### config.mk
export PLATFORM = sky130hd
export DESIGN_NAME = ufb_uart
export DESIGN_NICKNAME = d
export VERILOG_FILES = /design/src/hdl/ufb_pkg.sv /design/src/hdl/ufb_baud_gen.sv /design/src/hdl/ufb_uart.sv
export SDC_FILE = /design/constraint.sdc
export NUM_CORES = 1
export LEC_CHECK = 0
export ABC_AREA = 1
export BUFFER_PORTS_ARGS = -buffer_cell sky130_fd_sc_hd__clkbuf_2
export CAP_MARGIN = 20
export CELL_PAD_IN_SITES_DETAIL_PLACEMENT = 1
export CELL_PAD_IN_SITES_GLOBAL_PLACEMENT = 1
export CORE_ASPECT_RATIO = 0.5
export CORE_MARGIN = 10
export CORE_UTILIZATION = 33
export DETAILED_ROUTE_END_ITERATION = 8
export GPL_TIMING_DRIVEN = 0
export PLACE_DENSITY_LB_ADDON = 0.1
export SLEW_MARGIN = 15
export SYNTH_ARGS = -nofsm -noshare
export SYNTH_HDL_FRONTEND = slang
export SYNTH_SLANG_ARGS = --single-unit
### constraint.sdc
create_clock -name ref_clk -period 2.4 [get_ports ref_clk]
set_input_delay 0.24 -clock ref_clk [delete_from_list [all_inputs] [get_ports ref_clk]]
set_output_delay 0.24 -clock ref_clk [all_outputs]
set_load 0.02 [all_outputs]
### src/hdl/ufb_pkg.sv
package ufb_pkg;
  // Register indices on the plain register port
  localparam logic [2:0] ADDR_DATA = 3'h0;
  localparam logic [2:0] ADDR_CTRL = 3'h1;
  localparam logic [2:0] ADDR_FMT  = 3'h2;
  localparam logic [2:0] ADDR_BCON = 3'h3;
  localparam logic [2:0] ADDR_RLL  = 3'h4;
  localparam logic [2:0] ADDR_RLH  = 3'h5;
  localparam logic [2:0] ADDR_MASK = 3'h6;

  // serial_control_reg bits; the mask register shares this layout
  localparam int CB_OVR  = 7;
  localparam int CB_PERR = 6;
  localparam int CB_THRE = 5;
  localparam int CB_REN  = 4;
  localparam int CB_TBX  = 3;
  localparam int CB_RBX  = 2;
  localparam int CB_TI   = 1;
  localparam int CB_RI   = 0;

  // serial_format_reg bits
  localparam int FB_MCE   = 7;
  localparam int FB_PT_HI = 6;
  localparam int FB_PT_LO = 5;
  localparam int FB_PE    = 4;
  localparam int FB_STOP2 = 3;
  localparam int FB_XBE   = 2;
  localparam int FB_LEN_HI = 1;
  localparam int FB_LEN_LO = 0;

  // baud_gen_control bits
  localparam int BB_EN    = 6;
  localparam int BB_PS_HI = 1;
  localparam int BB_PS_LO = 0;

  // prescale_select codes and terminal counts (divide minus one)
  localparam logic [1:0] PS_DIV12 = 2'h0;
  localparam logic [1:0] PS_DIV4  = 2'h1;
  localparam logic [1:0] PS_DIV48 = 2'h2;
  localparam logic [1:0] PS_DIV1  = 2'h3;
  localparam logic [5:0] PRE_LIM1  = 6'h00;
  localparam logic [5:0] PRE_LIM4  = 6'h03;
  localparam logic [5:0] PRE_LIM12 = 6'h0B;
  localparam logic [5:0] PRE_LIM48 = 6'h2F;
  localparam logic [15:0] TIMER_MAX = 16'hFFFF;

  // Parity types
  localparam logic [1:0] PT_ODD   = 2'h0;
  localparam logic [1:0] PT_EVEN  = 2'h1;
  localparam logic [1:0] PT_MARK  = 2'h2;
  localparam logic [1:0] PT_SPACE = 2'h3;

  localparam logic [2:0] DATA_LAST_BASE = 3'h4;
  localparam logic [2:0] LEN_MAX_CODE   = 3'h3;
  localparam int         FIFO_DEPTH     = 3;
  localparam logic [1:0] FIFO_EMPTY     = 2'h0;
  localparam logic [1:0] FIFO_FULL      = 2'h3;
  localparam logic [1:0] FIFO_LAST_IDX  = 2'h2;

  localparam logic [7:0] CTRL_RESET = 8'h00;
  localparam logic [7:0] FMT_RESET  = 8'h03;
  localparam logic [7:0] BCON_RESET = 8'h00;
  localparam logic [7:0] RL_RESET   = 8'h00;
  localparam logic [7:0] MASK_RESET = 8'h00;
  localparam logic [7:0] UNMAPPED_RD = 8'h00;

  typedef enum logic [4:0] {
    TX_IDLE = 5'h01, TX_START = 5'h02, TX_DATA = 5'h04, TX_EXTRA = 5'h08, TX_STOP = 5'h10
  } ufb_tx_state_t;
  typedef enum logic [4:0] {
    RX_IDLE = 5'h01, RX_START = 5'h02, RX_DATA = 5'h04, RX_EXTRA = 5'h08, RX_STOP = 5'h10
  } ufb_rx_state_t;
endpackage

### src/hdl/ufb_baud_gen.sv
`timescale 1ns/10ps
module ufb_baud_gen (
  // Clock and reset
  input  wire logic        ref_clk,
  input  wire logic        reset_n,
  // Configuration
  input  wire logic        gen_en,
  input  wire logic [1:0]  prescale_select,
  input  wire logic [15:0] reload,
  input  wire logic        restart,
  // Overflow tick, one per half bit
  output logic             tick_r
);
  import ufb_pkg::*;

  logic [5:0]  pre_r, pre_nxt, pre_lim;
  logic [15:0] tmr_r, tmr_nxt;
  logic        tick_nxt;

  always_comb begin
    case (prescale_select)
      PS_DIV1:  pre_lim = PRE_LIM1;
      PS_DIV4:  pre_lim = PRE_LIM4;
      PS_DIV48: pre_lim = PRE_LIM48;
      default:  pre_lim = PRE_LIM12;
    endcase
    pre_nxt  = pre_r;
    tmr_nxt  = tmr_r;
    tick_nxt = 1'b0;
    if (!gen_en || restart) begin
      // Restart aligns the bit grid to a start edge
      pre_nxt = '0;
      tmr_nxt = reload;
    end else if (pre_r == pre_lim) begin
      pre_nxt = '0;
      if (tmr_r == TIMER_MAX) begin
        tmr_nxt  = reload;
        tick_nxt = 1'b1;
      end else begin
        tmr_nxt = tmr_r + 16'h0001;
      end
    end else begin
      pre_nxt = pre_r + 6'h01;
    end
  end

  always_ff @(posedge ref_clk or negedge reset_n) begin
    if (!reset_n) begin
      pre_r  <= '0;
      tmr_r  <= '0;
      tick_r <= 1'b0;
    end else begin
      pre_r  <= pre_nxt;
      tmr_r  <= tmr_nxt;
      tick_r <= tick_nxt;
    end
  end
endmodule

### src/hdl/ufb_uart.sv
`timescale 1ns/10ps
//////////////////////////////////////////////////////////////////////////////
module ufb_uart (
  // Clock and reset
  input  wire logic       ref_clk,
  input  wire logic       reset_n,
  // Register port
  input  wire logic [2:0] reg_addr,
  input  wire logic [7:0] reg_wdata,
  input  wire logic       reg_wr,
  input  wire logic       reg_rd,
  output logic      [7:0] reg_rdata,
  // Serial lines
  input  wire logic       rx_pin,
  output logic            tx_pin,
  // Interrupt
  output logic            irq
);
  import ufb_pkg::*;

  //////////////////////////////////////////////////////////////////////////////
  logic [7:0] fmt_r, fmt_nxt, bcon_r, bcon_nxt, rll_r, rll_nxt, rlh_r, rlh_nxt;
  logic [7:0] mask_r, mask_nxt, rdata_r, rdata_nxt;
  logic       ren_r, ren_nxt, tbx_r, tbx_nxt, irq_r, irq_nxt;
  logic       ti_r, ti_nxt, ri_r, ri_nxt, ovr_r, ovr_nxt, perr_r, perr_nxt;
  logic       data_wr, ctrl_wr, gen_en, pe, xbe, stop2;
  logic [1:0] ptype;
  logic [2:0] len3, last_idx;
  logic       tx_tick, rx_tick, tx_restart, rx_restart;

  assign data_wr  = reg_wr && (reg_addr == ADDR_DATA);
  assign ctrl_wr  = reg_wr && (reg_addr == ADDR_CTRL);
  assign gen_en   = bcon_r[BB_EN];
  assign pe       = fmt_r[FB_PE];
  assign xbe      = fmt_r[FB_XBE];
  assign stop2    = fmt_r[FB_STOP2];
  assign ptype    = fmt_r[FB_PT_HI:FB_PT_LO];
  assign len3     = {1'b0, fmt_r[FB_LEN_HI:FB_LEN_LO]};
  assign last_idx = len3 + DATA_LAST_BASE;

  function automatic logic par_bit(input logic [7:0] d, input logic [2:0] ln,
                                   input logic [1:0] pt);
    logic x;
    x = ^(d & (8'hFF >> (LEN_MAX_CODE - ln)));
    case (pt)
      PT_EVEN: par_bit = x;
      PT_ODD:  par_bit = ~x;
      PT_MARK: par_bit = 1'b1;
      default: par_bit = 1'b0;
    endcase
  endfunction

  // Separate timers so the receiver can realign to each start edge
  ufb_baud_gen u_tx_baud (
    .ref_clk         (ref_clk),
    .reset_n         (reset_n),
    .gen_en          (gen_en),
    .prescale_select (bcon_r[BB_PS_HI:BB_PS_LO]),
    .reload          ({rlh_r, rll_r}),
    .restart         (tx_restart),
    .tick_r          (tx_tick)
  );

  ufb_baud_gen u_rx_baud (
    .ref_clk         (ref_clk),
    .reset_n         (reset_n),
    .gen_en          (gen_en),
    .prescale_select (bcon_r[BB_PS_HI:BB_PS_LO]),
    .reload          ({rlh_r, rll_r}),
    .restart         (rx_restart),
    .tick_r          (rx_tick)
  );

  //////////////////////////////////////////////////////////////////////////////
  // Transmitter
  ufb_tx_state_t tx_st_r, tx_st_nxt;
  logic [7:0] thr_r, thr_nxt, tx_sh_r, tx_sh_nxt;
  logic [2:0] tx_cnt_r, tx_cnt_nxt;
  logic       thre_r, thre_nxt, tx_half_r, tx_half_nxt, tx_ext_r, tx_ext_nxt;
  logic       txd_r, txd_nxt, tx_end, ti_set;

  always_comb begin
    tx_st_nxt   = tx_st_r;
    thr_nxt     = thr_r;
    thre_nxt    = thre_r;
    tx_sh_nxt   = tx_sh_r;
    tx_cnt_nxt  = tx_cnt_r;
    tx_ext_nxt  = tx_ext_r;
    txd_nxt     = txd_r;
    tx_restart  = 1'b0;
    ti_set      = 1'b0;
    tx_half_nxt = tx_tick ? ~tx_half_r : tx_half_r;
    tx_end      = tx_tick && tx_half_r;
    case (tx_st_r)
      TX_IDLE: begin
        txd_nxt = 1'b1;
        if (gen_en && !thre_r) begin
          tx_sh_nxt   = thr_r;
          thre_nxt    = 1'b1;
          tx_ext_nxt  = pe ? par_bit(thr_r, len3, ptype) : tbx_r;
          tx_st_nxt   = TX_START;
          txd_nxt     = 1'b0;
          tx_restart  = 1'b1;
          tx_half_nxt = 1'b0;
        end
      end
      TX_START: if (tx_end) begin
        tx_st_nxt  = TX_DATA;
        txd_nxt    = tx_sh_r[0];
        tx_cnt_nxt = '0;
      end
      TX_DATA: if (tx_end) begin
        if (tx_cnt_r == last_idx) begin
          tx_cnt_nxt = '0;
          if (pe || xbe) begin
            tx_st_nxt = TX_EXTRA;
            txd_nxt   = tx_ext_r;
          end else begin
            tx_st_nxt = TX_STOP;
            txd_nxt   = 1'b1;
            ti_set    = 1'b1;
          end
        end else begin
          tx_sh_nxt  = tx_sh_r >> 1;
          txd_nxt    = tx_sh_r[1];
          tx_cnt_nxt = tx_cnt_r + 3'h1;
        end
      end
      TX_EXTRA: if (tx_end) begin
        tx_st_nxt = TX_STOP;
        txd_nxt   = 1'b1;
        ti_set    = 1'b1;
      end
      TX_STOP: if (tx_end) begin
        if (stop2 && (tx_cnt_r == '0)) tx_cnt_nxt = 3'h1;
        else tx_st_nxt = TX_IDLE;
      end
      default: begin
        tx_st_nxt = TX_IDLE;
        txd_nxt   = 1'b1;
      end
    endcase
    if (!gen_en) begin
      tx_st_nxt = TX_IDLE;
      txd_nxt   = 1'b1;
    end
    // A write in the transfer cycle still lands and keeps the holder full
    if (data_wr) begin
      thr_nxt  = reg_wdata;
      thre_nxt = 1'b0;
    end
  end

  always_ff @(posedge ref_clk or negedge reset_n) begin
    if (!reset_n) begin
      tx_st_r   <= TX_IDLE;
      thr_r     <= '0;
      thre_r    <= 1'b1;
      tx_sh_r   <= '0;
      tx_cnt_r  <= '0;
      tx_ext_r  <= 1'b0;
      tx_half_r <= 1'b0;
      txd_r     <= 1'b1;
    end else begin
      tx_st_r   <= tx_st_nxt;
      thr_r     <= thr_nxt;
      thre_r    <= thre_nxt;
      tx_sh_r   <= tx_sh_nxt;
      tx_cnt_r  <= tx_cnt_nxt;
      tx_ext_r  <= tx_ext_nxt;
      tx_half_r <= tx_half_nxt;
      txd_r     <= txd_nxt;
    end
  end

  //////////////////////////////////////////////////////////////////////////////
  // Receiver; a pin level counts once the second and third stages agree
  ufb_rx_state_t rx_st_r, rx_st_nxt;
  logic       rx_s1_r, rx_s2_r, rx_s3_r, rx_line_r, rx_line_nxt, rx_prev_r;
  logic [7:0] rx_sh_r, rx_sh_nxt, rx_data;
  logic [2:0] rx_cnt_r, rx_cnt_nxt;
  logic       rx_half_r, rx_half_nxt, rx_ext_r, rx_ext_nxt, rx_ok_r, rx_ok_nxt;
  logic       rx_end, rx_good, rx_push, ri_set, ovr_set, perr_set, rx_xbit;
  logic [8:0] rx_word;
  logic [1:0] cnt_r;

  always_comb begin
    rx_line_nxt = (rx_s2_r == rx_s3_r) ? rx_s3_r : rx_line_r;
    rx_st_nxt   = rx_st_r;
    rx_sh_nxt   = rx_sh_r;
    rx_cnt_nxt  = rx_cnt_r;
    rx_ext_nxt  = rx_ext_r;
    rx_ok_nxt   = rx_ok_r;
    rx_restart  = 1'b0;
    rx_good     = 1'b0;
    rx_half_nxt = rx_tick ? ~rx_half_r : rx_half_r;
    rx_end      = rx_tick && rx_half_r;
    rx_data     = rx_sh_r >> (LEN_MAX_CODE - len3);
    rx_xbit     = (xbe && !pe) ? rx_ext_r : rx_line_r;
    case (rx_st_r)
      RX_IDLE: if (ren_r && rx_prev_r && !rx_line_r) begin
        rx_st_nxt   = RX_START;
        rx_restart  = 1'b1;
        rx_half_nxt = 1'b0;
      end
      // First tick is mid start bit; false starts are dropped
      RX_START: if (rx_tick) begin
        rx_st_nxt   = rx_line_r ? RX_IDLE : RX_DATA;
        rx_half_nxt = 1'b0;
        rx_cnt_nxt  = '0;
        rx_ok_nxt   = 1'b1;
      end
      RX_DATA: if (rx_end) begin
        rx_sh_nxt = {rx_line_r, rx_sh_r[7:1]};
        if (rx_cnt_r == last_idx) begin
          rx_cnt_nxt = '0;
          rx_st_nxt  = (pe || xbe) ? RX_EXTRA : RX_STOP;
        end else begin
          rx_cnt_nxt = rx_cnt_r + 3'h1;
        end
      end
      RX_EXTRA: if (rx_end) begin
        rx_ext_nxt = rx_line_r;
        rx_st_nxt  = RX_STOP;
      end
      RX_STOP: if (rx_end) begin
        rx_ok_nxt = rx_ok_r && rx_line_r;
        if (stop2 && (rx_cnt_r == '0)) begin
          rx_cnt_nxt = 3'h1;
        end else begin
          rx_st_nxt = RX_IDLE;
          rx_good   = rx_ok_r && rx_line_r;
        end
      end
      default: rx_st_nxt = RX_IDLE;
    endcase
    if (!gen_en) rx_st_nxt = RX_IDLE;
    rx_word  = {rx_xbit, rx_data};
    rx_push  = rx_good && (cnt_r != FIFO_FULL);
    ovr_set  = rx_good && (cnt_r == FIFO_FULL);
    perr_set = rx_good && pe && (rx_ext_r != par_bit(rx_data, len3, ptype));
    ri_set   = rx_push && (!fmt_r[FB_MCE] || rx_xbit);
  end

  always_ff @(posedge ref_clk or negedge reset_n) begin
    if (!reset_n) begin
      rx_s1_r   <= 1'b1;
      rx_s2_r   <= 1'b1;
      rx_s3_r   <= 1'b1;
      rx_line_r <= 1'b1;
      rx_prev_r <= 1'b1;
      rx_st_r   <= RX_IDLE;
      rx_sh_r   <= '0;
      rx_cnt_r  <= '0;
      rx_ext_r  <= 1'b0;
      rx_ok_r   <= 1'b0;
      rx_half_r <= 1'b0;
    end else begin
      rx_s1_r   <= rx_pin;
      rx_s2_r   <= rx_s1_r;
      rx_s3_r   <= rx_s2_r;
      rx_line_r <= rx_line_nxt;
      rx_prev_r <= rx_line_r;
      rx_st_r   <= rx_st_nxt;
      rx_sh_r   <= rx_sh_nxt;
      rx_cnt_r  <= rx_cnt_nxt;
      rx_ext_r  <= rx_ext_nxt;
      rx_ok_r   <= rx_ok_nxt;
      rx_half_r <= rx_half_nxt;
    end
  end

  //////////////////////////////////////////////////////////////////////////////
  // Receive FIFO, three entries
  logic [8:0] mem_r [FIFO_DEPTH];
  logic [8:0] mem_nxt [FIFO_DEPTH];
  logic [1:0] wp_r, wp_nxt, rp_r, rp_nxt, cnt_nxt;
  logic       pop;

  function automatic logic [1:0] ptr_inc(input logic [1:0] p);
    ptr_inc = (p == FIFO_LAST_IDX) ? FIFO_EMPTY : p + 2'h1;
  endfunction

  for (genvar i = 0; i < FIFO_DEPTH; i++) begin : g_ent
    always_comb begin
      mem_nxt[i] = (rx_push && (wp_r == 2'(i))) ? rx_word : mem_r[i];
    end
    always_ff @(posedge ref_clk or negedge reset_n) begin
      if (!reset_n) mem_r[i] <= '0;
      else mem_r[i] <= mem_nxt[i];
    end
  end

  always_comb begin
    pop     = reg_rd && (reg_addr == ADDR_DATA) && (cnt_r != FIFO_EMPTY);
    wp_nxt  = rx_push ? ptr_inc(wp_r) : wp_r;
    rp_nxt  = pop ? ptr_inc(rp_r) : rp_r;
    cnt_nxt = cnt_r + {1'b0, rx_push} - {1'b0, pop};
  end

  always_ff @(posedge ref_clk or negedge reset_n) begin
    if (!reset_n) begin
      wp_r  <= '0;
      rp_r  <= '0;
      cnt_r <= FIFO_EMPTY;
    end else begin
      wp_r  <= wp_nxt;
      rp_r  <= rp_nxt;
      cnt_r <= cnt_nxt;
    end
  end

  //////////////////////////////////////////////////////////////////////////////
  // Registers, flags and interrupt; a hardware set beats a same-cycle clear
  logic [7:0] ctrl_view, flag_nxt;

  always_comb begin
    fmt_nxt  = (reg_wr && reg_addr == ADDR_FMT)  ? reg_wdata : fmt_r;
    bcon_nxt = (reg_wr && reg_addr == ADDR_BCON) ? reg_wdata : bcon_r;
    rll_nxt  = (reg_wr && reg_addr == ADDR_RLL)  ? reg_wdata : rll_r;
    rlh_nxt  = (reg_wr && reg_addr == ADDR_RLH)  ? reg_wdata : rlh_r;
    mask_nxt = (reg_wr && reg_addr == ADDR_MASK) ? reg_wdata : mask_r;
    ren_nxt  = ctrl_wr ? reg_wdata[CB_REN] : ren_r;
    tbx_nxt  = ctrl_wr ? reg_wdata[CB_TBX] : tbx_r;
    // Only software writes of one clear the flags; RI clears only while the FIFO is empty
    ti_nxt   = ti_set || (ti_r && !(ctrl_wr && reg_wdata[CB_TI]));
    ri_nxt   = ri_set || (ri_r && !(ctrl_wr && reg_wdata[CB_RI]
                                    && (cnt_r == FIFO_EMPTY)));
    ovr_nxt  = ovr_set || (ovr_r && !(ctrl_wr && reg_wdata[CB_OVR]));
    perr_nxt = perr_set || (perr_r && !(ctrl_wr && reg_wdata[CB_PERR]));
    ctrl_view          = CTRL_RESET;
    ctrl_view[CB_OVR]  = ovr_r;
    ctrl_view[CB_PERR] = perr_r;
    ctrl_view[CB_THRE] = thre_r;
    ctrl_view[CB_REN]  = ren_r;
    ctrl_view[CB_TBX]  = tbx_r;
    ctrl_view[CB_RBX]  = mem_r[rp_r][8];
    ctrl_view[CB_TI]   = ti_r;
    ctrl_view[CB_RI]   = ri_r;
    flag_nxt           = '0;
    flag_nxt[CB_OVR]   = ovr_nxt;
    flag_nxt[CB_PERR]  = perr_nxt;
    flag_nxt[CB_TI]    = ti_nxt;
    flag_nxt[CB_RI]    = ri_nxt;
    irq_nxt  = |(flag_nxt & mask_nxt);
    rdata_nxt = rdata_r;
    if (reg_rd) begin
      case (reg_addr)
        ADDR_DATA: rdata_nxt = mem_r[rp_r][7:0];
        ADDR_CTRL: rdata_nxt = ctrl_view;
        ADDR_FMT:  rdata_nxt = fmt_r;
        ADDR_BCON: rdata_nxt = bcon_r;
        ADDR_RLL:  rdata_nxt = rll_r;
        ADDR_RLH:  rdata_nxt = rlh_r;
        ADDR_MASK: rdata_nxt = mask_r;
        default:   rdata_nxt = UNMAPPED_RD;
      endcase
    end
  end

  always_ff @(posedge ref_clk or negedge reset_n) begin
    if (!reset_n) begin
      fmt_r   <= FMT_RESET;
      bcon_r  <= BCON_RESET;
      rll_r   <= RL_RESET;
      rlh_r   <= RL_RESET;
      mask_r  <= MASK_RESET;
      ren_r   <= 1'b0;
      tbx_r   <= 1'b0;
      ti_r    <= 1'b0;
      ri_r    <= 1'b0;
      ovr_r   <= 1'b0;
      perr_r  <= 1'b0;
      irq_r   <= 1'b0;
      rdata_r <= '0;
    end else begin
      fmt_r   <= fmt_nxt;
      bcon_r  <= bcon_nxt;
      rll_r   <= rll_nxt;
      rlh_r   <= rlh_nxt;
      mask_r  <= mask_nxt;
      ren_r   <= ren_nxt;
      tbx_r   <= tbx_nxt;
      ti_r    <= ti_nxt;
      ri_r    <= ri_nxt;
      ovr_r   <= ovr_nxt;
      perr_r  <= perr_nxt;
      irq_r   <= irq_nxt;
      rdata_r <= rdata_nxt;
    end
  end

  assign reg_rdata = rdata_r;
  assign tx_pin    = txd_r;
  assign irq       = irq_r;
endmodule

---- Word level (Yosys, flattened, before mapping) ----
Cells that the tools add are included.
operators by class
  add/subtract/negate cells ............... 12
  order comparisons ....................... 1
  eq/ne operators ......................... 59
  shift-type cells ........................ 2
  muxes and demuxes ....................... 97
  bitwise operators ....................... 8
  reductions and logical operators ........ 81
operators by type and width
  cell                                           number
  two-way mux 16 bit                             6
  two-way mux 5 bit                              17
  case mux 8 bit (7 select lines)                1
  case mux 5 bit (5 select lines)                2
  != test 3 bit, second input constant           13
  two-way mux 1 bit                              37
  logical AND 1 bit                              35
  two-way mux 3 bit                              11
  adder 16 x 1 -> 16 bit, second input constant  2
  equality test 16 bit, second input constant    2
  two-way mux 8 bit                              4
  AND 8 bit                                      3
  two-way mux 6 bit                              4
  != test 2 bit, second input constant           11
  binary-select mux 9 bit (select 2 bit)         1
  two-way mux 9 bit                              2
  case mux 3 bit (3 select lines)                2
  case mux 6 bit (3 select lines)                1
  case mux 8 bit (2 select lines)                1
  XOR reduction 8 bit                            2
  AND reduction 7 bit                            2
  nonzero test 2 bit                             7
  adder 6 x 1 -> 6 bit, second input constant    2
  equality test 2 bit, second input constant     6
  other kinds (40)                               86
word-level totals
  register bits ........................... 186
  input bits .............................. 16
  output and inout port bits .............. 10
  logic and storage cells ................. 304

---- Depth between registers and ports, before layout ----
  word-level depth ........................ 11
  mapped depth ............................ 17
  mapped depth without buffers ............ 16

---- Cells and area by module ----
Synthesis repeated with hierarchy kept, for this count alone.
unflattened totals
  cell total of the unflattened synthesis .. 1372
  area, all modules ....................... 10551.4 um^2
modules (own cells, without submodules)
  module                     times used  cells each  area an instance (um^2)  sequential area each (um^2)
  ufb_uart                   1           866         7236.9                   3517.1
  ufb_baud_gen at u_rx_baud  1           253         1662.8                   575.6
  ufb_baud_gen at u_tx_baud  1           253         1651.6                   575.6

---- Least setup slack after synthesis ----
OpenSTA, ideal clock, no wires.
  path kind ............................... reg-to-reg
  start ................................... register rx_cnt_r[0]
  end ..................................... register mem_r[16] (netlist bit)
  library setup time ...................... 0.119 ns
  data arrival time ....................... 1.652 ns
  data required time ...................... 2.281 ns
  slack ................................... 0.629 ns
  cell stages (with the launch flop) ...... 14
  path buffers ............................ 1
  period minus slack after synthesis ...... 1.771 ns
  cells stage by stage .................... dfrtp_1 inv_1 ha_1 nand3b_1 nand2_1 nor3_2 inv_2 nor2_8 inv_4 nor3_4 inv_2 buf_6 nand2_2 o21ai_2
between the ends
  longest elaborated chain between the ends .. 7
ends and longest elaborated chain
  what                            RTL line         RTL
  start: declaration              ufb_uart.sv:181  logic [2:0] rx_cnt_r, rx_cnt_nxt;
  start signal: assignment        ufb_uart.sv:266  rx_cnt_r <= rx_cnt_nxt;
  logical NOT 3 bit               ufb_uart.sv:228  if (stop2 && (rx_cnt_r == '0)) begin
  logical AND 1 bit               ufb_uart.sv:228
  two-way mux 1 bit               ufb_uart.sv:228
  two-way mux 1 bit               ufb_uart.sv:226  RX_STOP: if (rx_end) begin
  two-way mux 1 bit               ufb_uart.sv:200  case (rx_st_r)
  logical AND 1 bit               ufb_uart.sv:239  rx_push = rx_good && (cnt_r != FIFO_FULL);
  net rx_push                     ufb_uart.sv:183  logic rx_end, rx_good, rx_push, ri_set, ovr_set, perr_set, rx_xbit;
  logical AND 1 bit               ufb_uart.sv:286  mem_nxt[i] = (rx_push && (wp_r == 2'(i))) ? rx_word : mem_r[i];
  end signal: indexed assignment  ufb_uart.sv:290  else mem_r[i] <= mem_nxt[i];
  end: declaration                ufb_uart.sv:275  logic [8:0] mem_r [FIFO_DEPTH];
The timed path passes the listed nets, and every way through them passes these cells.
A chain may end at the register's enable or synchronous reset.

---- Final worst setup path ----
  start ................................... register fmt_r[0]
  end ..................................... register irq_r, in the netlist irq
between the ends
  longest elaborated chain between the ends .. 11
  elaborated cells between the ends (all ways) .. 18
  classes of those cells .................. add/sub: 2; eq/ne: 2; shift: 2; mux: 4; bitwise: 3; reduce/logical: 5
ends and longest elaborated chain
  what                                           RTL line                         RTL
  start: declaration                             ufb_uart.sv:22                   logic [7:0] fmt_r, fmt_nxt, bcon_r, bcon_nxt, rll_r, rll_nxt, rlh_r, rlh_nxt;
  start signal: assignment                       ufb_uart.sv:377                  fmt_r <= fmt_nxt;
  subtractor 2 x 2 -> 3 bit (*)                  ufb_uart.sv:44, ufb_uart.sv:198
  right shift 8 x 3 -> 8 bit (on tied branches)  ufb_uart.sv:198, ufb_uart.sv:44
  AND 8 bit (*)                                  ufb_uart.sv:44                   x = ^(d & (8'hFF >> (LEN_MAX_CODE - ln)));
  XOR reduction 8 bit (*)                        ufb_uart.sv:44
  NOT 1 bit                                      ufb_uart.sv:47                   PT_ODD: par_bit = ~x;
  case mux 1 bit (3 select lines) (*)            ufb_uart.sv:45                   case (pt)
  != test 1 bit (*)                              ufb_uart.sv:241                  perr_set = rx_good && pe && (rx_ext_r != par_bit(rx_data, len3, ptype));
  logical AND 1 bit (*)                          ufb_uart.sv:241
  logical OR 1 bit (*)                           ufb_uart.sv:330                  perr_nxt = perr_set || (perr_r && !(ctrl_wr && reg_wdata[CB_PERR]));
  net perr_nxt                                   ufb_uart.sv:25                   logic ti_r, ti_nxt, ri_r, ri_nxt, ovr_r, ovr_nxt, perr_r, perr_nxt;
  AND 8 bit (*)                                  ufb_uart.sv:345                  irq_nxt = |(flag_nxt & mask_nxt);
  OR reduction 8 bit (*)                         ufb_uart.sv:345
  net irq_nxt                                    ufb_uart.sv:24                   logic ren_r, ren_nxt, tbx_r, tbx_nxt, irq_r, irq_nxt;
  end signal: assignment                         ufb_uart.sv:388                  irq_r <= irq_nxt;
  end: declaration                               ufb_uart.sv:24
The timed path passes the listed nets; every way through them passes the cells marked *.

==> impl_metrics.csv <==
group,metric,value,unit
logic_synthesis,synth_top_family_by_area,"simple AND/OR/NAND/NOR gates",
logic_synthesis,ys_ff_latch,186,
cts,cts.htree.levels,4,
sta,fin_crit,2210,ps
grt,overflow,0,
hold_path,worstHoldPathType,"in2reg",
floorplanning,ios,26,
logic_synthesis,synth_area,9990,um2
logic_synthesis,synth_area_leader_cell,"dfrtp_1",
logic_synthesis,synth_xor_area_share,2.893,%
logic_synthesis,synthDominantCellAreaShare,43.84,%
setup_path,critPathSlowestCell,"dfstp_2",
cts,clkTransAtPathRegs,70,ps
flow_run,drv_cap,0,
sta,finalClockSkew,12.18,ps
route,drt_iter0_drc,558,
cells_and_area,largest_register_ffs,27,
placement,place_area,10660,um2
cts,clk_latency,460,ps
cts,cts_tree,"yes",
sta,fmax,452.5,MHz
logic_synthesis,synth_cells,1219,
sta,final.period_utilization,92.07,%
logic_synthesis,synth_compound_area_share,16.17,%
floorplanning,core_area,29400,um2
sta,worst_pin_slew,822.6,ps
pwr,irDropWorstVdd,0.5554,mV
setup_path,path_common_cell,"nand2_1",
logic_synthesis,synth-simple-area-share,24.26,%
cells_and_area,top_register,"mem_r",
logic_synthesis,syn_avg_cell_area,8.195,um2
sta,worst_slack,190.3,ps
logic_synthesis,synthDistinctLibCells,60,
sta,finalSetupViolCount,0,
cells_and_area,syn2layout_area_growth,12.95,%
logic_synthesis,synth_warnings,0,
pwr,p_leak,0.005163,uW
route,avgRoutedWirePerCell,18.33,um
grt,grt_usage,16.58,%
setup_path,setup.worst_path.end_class,"register",
cells_and_area,drive_gt1_share,14.00,%
placement,gp_congestion,0.8481,
cts,clock-sinks,186,
cts,clock-root-buffer,"clkbuf_16",
sta,finalHoldViolations,0,
route,vias,8575,
logic_synthesis,synth_edf_count,0,
cells_and_area,num-nets-final,1295,
logic_synthesis,synth_top_cells_by_count,"nand2_1, dfrtp_1, o21ai_0",
logic_synthesis,synth-main-ff-cell,"dfrtp_1",
floorplanning,die-area,38050,um2
grt,grt_pass1_wl,49.47,mm
cts,numCtsBuffers,17,
setup_path,crit_type,"reg2reg",
sta,hold_ws,119.2,ps
status,outcome,"finished clean",
logic_synthesis,ys_seq_area_share,46.73,%
cells_and_area,nFillCells,3543,
logic_synthesis,ys_async_sr_fraction,100.0,%
grt,grt_antenna_before_repair,0,
cells_and_area,diodes,0,
sta,rsz0062_at_grt,"no",
logic_synthesis,synth_mux_area_share,0.6764,%
setup_path,worstPathArrival,2560,ps
pwr,cellPowerDensity,906.9,nW/um2
setup_path,crit_fanout,10,
route,dr.pass1.iters,4,
route,drc_errors,0,
route,routed_via_density,5.135,
cells_and_area,final_cells,1670,
logic_synthesis,synth.most_common_cell,"nand2_1",
floorplanning,start_util,33.98,%
placement,dpl.cell_count,1636,
setup_path,path_cells,"buf_6, inv_4, buf_6, nand2_1, nand3_1, nand2_2, nand2_1, nand2_1, nand2_1, nand2_1, nand2_1, nand3_1, nand2_1, nand3_1, nand2_1, nand2_1, nand2_1",
cells_and_area,finalInstanceArea,11280,um2
route,postRouteAntennaNets,0,
setup_path,cp-start-kind,"register",
sta,drv_slew,0,
placement,dpl_worst_slack,67.30,ps
setup_path,max_stage_delay,530,ps
placement,place_hpwl,22.58,mm
floorplanning,row_count,44,
logic_synthesis,synthTopCellsByArea,"dfrtp_1, nand2_1, o21ai_0, inv_1, nand3_1",
logic_synthesis,syn-num-nets,1248,
route,routed_wirelength,30.62,mm
cts,cts.path.max_buffers,2,
logic_synthesis,synth_adder_area_share,1.728,%
floorplanning,die_h,143.0,um
sta,relSlewSlack,44.95,%
grt,grt_max_degree,90,
floorplanning,die-width,266.1,um
placement,io_buffers,24,
grt,grt_pass1_vias,8875,
setup_path,crit_required,2750,ps
cells_and_area,reg_top3,"mem_r (27), u_rx_baud.tmr_r (16), u_tx_baud.tmr_r (16)",
sta,fin_setup_tns,0,ps
[stage by stage]
stage               power (uW)  util (%)
floorplan                 6326         -
finish                   10230     38.38
detailed placement        7332     36.27
global route             10940     38.38
global placement          7215     36.05
CTS                      10350     38.35
[logic make-up after synthesis]
kind of cell,count (synthesis)
and+or+nand+nor,533
AOI/OAI and AO/OA,272
DFF,186
buffers and inverters,175
xor gates and xnor gates,33
adders and majority gates,14
muxes,6
[final cells by class]
class                      instances  area [um2]  area share, %
buffer                            38       236.5          2.096
clock inverter                     7       116.4          1.031
tap                              391       489.2          4.336
sequential                       186        4668          41.37
inverter                         137       519.2          4.602
timing repair buffer              28       203.9          1.808
multi-input combinational        858        4574          40.54
clock buffer                      25       475.5          4.214
[worst max-delay path, delay by kind of cell, from the launching register on]
kind	cells	cell delay, ps
buffers and inverters	3	360
and+or+nand+nor	14	1200
DFF	1	530
[per-layer routing]
metal	vias to the layer above	part of all wire, %	track usage [%]
met3	28	2.2	2.845
met4	0	1.5	5.054
li1	4150	-	-
met2	60	46	26.48
met5	-	0	0
met1	4337	50	22.66
[power by group]
group	total (uW)	internal (uW)	switching (uW)
registers	4390	3790	597
logic	2860	977	1880
clock network	2980	1700	1290
[layout by cell type, fill, tap and decap left out, types with 15 or more instances in the layout]
cell / count
a21oi_1: 31
clkbuf_1: 15
clkbuf_16: 17
clkbuf_2: 25
dfrtp_1: 175
inv_1: 117
inv_2: 17
nand2_1: 315
nand3_1: 85
nor2_1: 59
o211ai_1: 15
o21ai_0: 133
o21ai_1: 36
xor2_1: 28
[path summary, 6_finish.rpt]
path | endpoint | cells after the start | from | slack, ps
max | irq | 17 | fmt_r[0] | 190
min in group asynchronous | rx_cnt_r[0] | 2 | reset_n | 170
max reg2reg | irq | 17 | fmt_r[0] | 190
min reg2reg | rx_s2_r | 0 | rx_s1_r | 360
min | rp_r[1] | 3 | reg_rd | 120
max in group asynchronous | u_tx_baud.tmr_r[11] | 3 | reset_n | 1530
[what timing repair did]
action,4_1_cts,5_1_grt
resized for setup,0,4
endpoints found under the hold margin,178,0
hold buffers,2,0
setup buffers,0,0
endpoints found under the setup margin,0,4
Note: power is estimated with default switching activity, not from simulation.
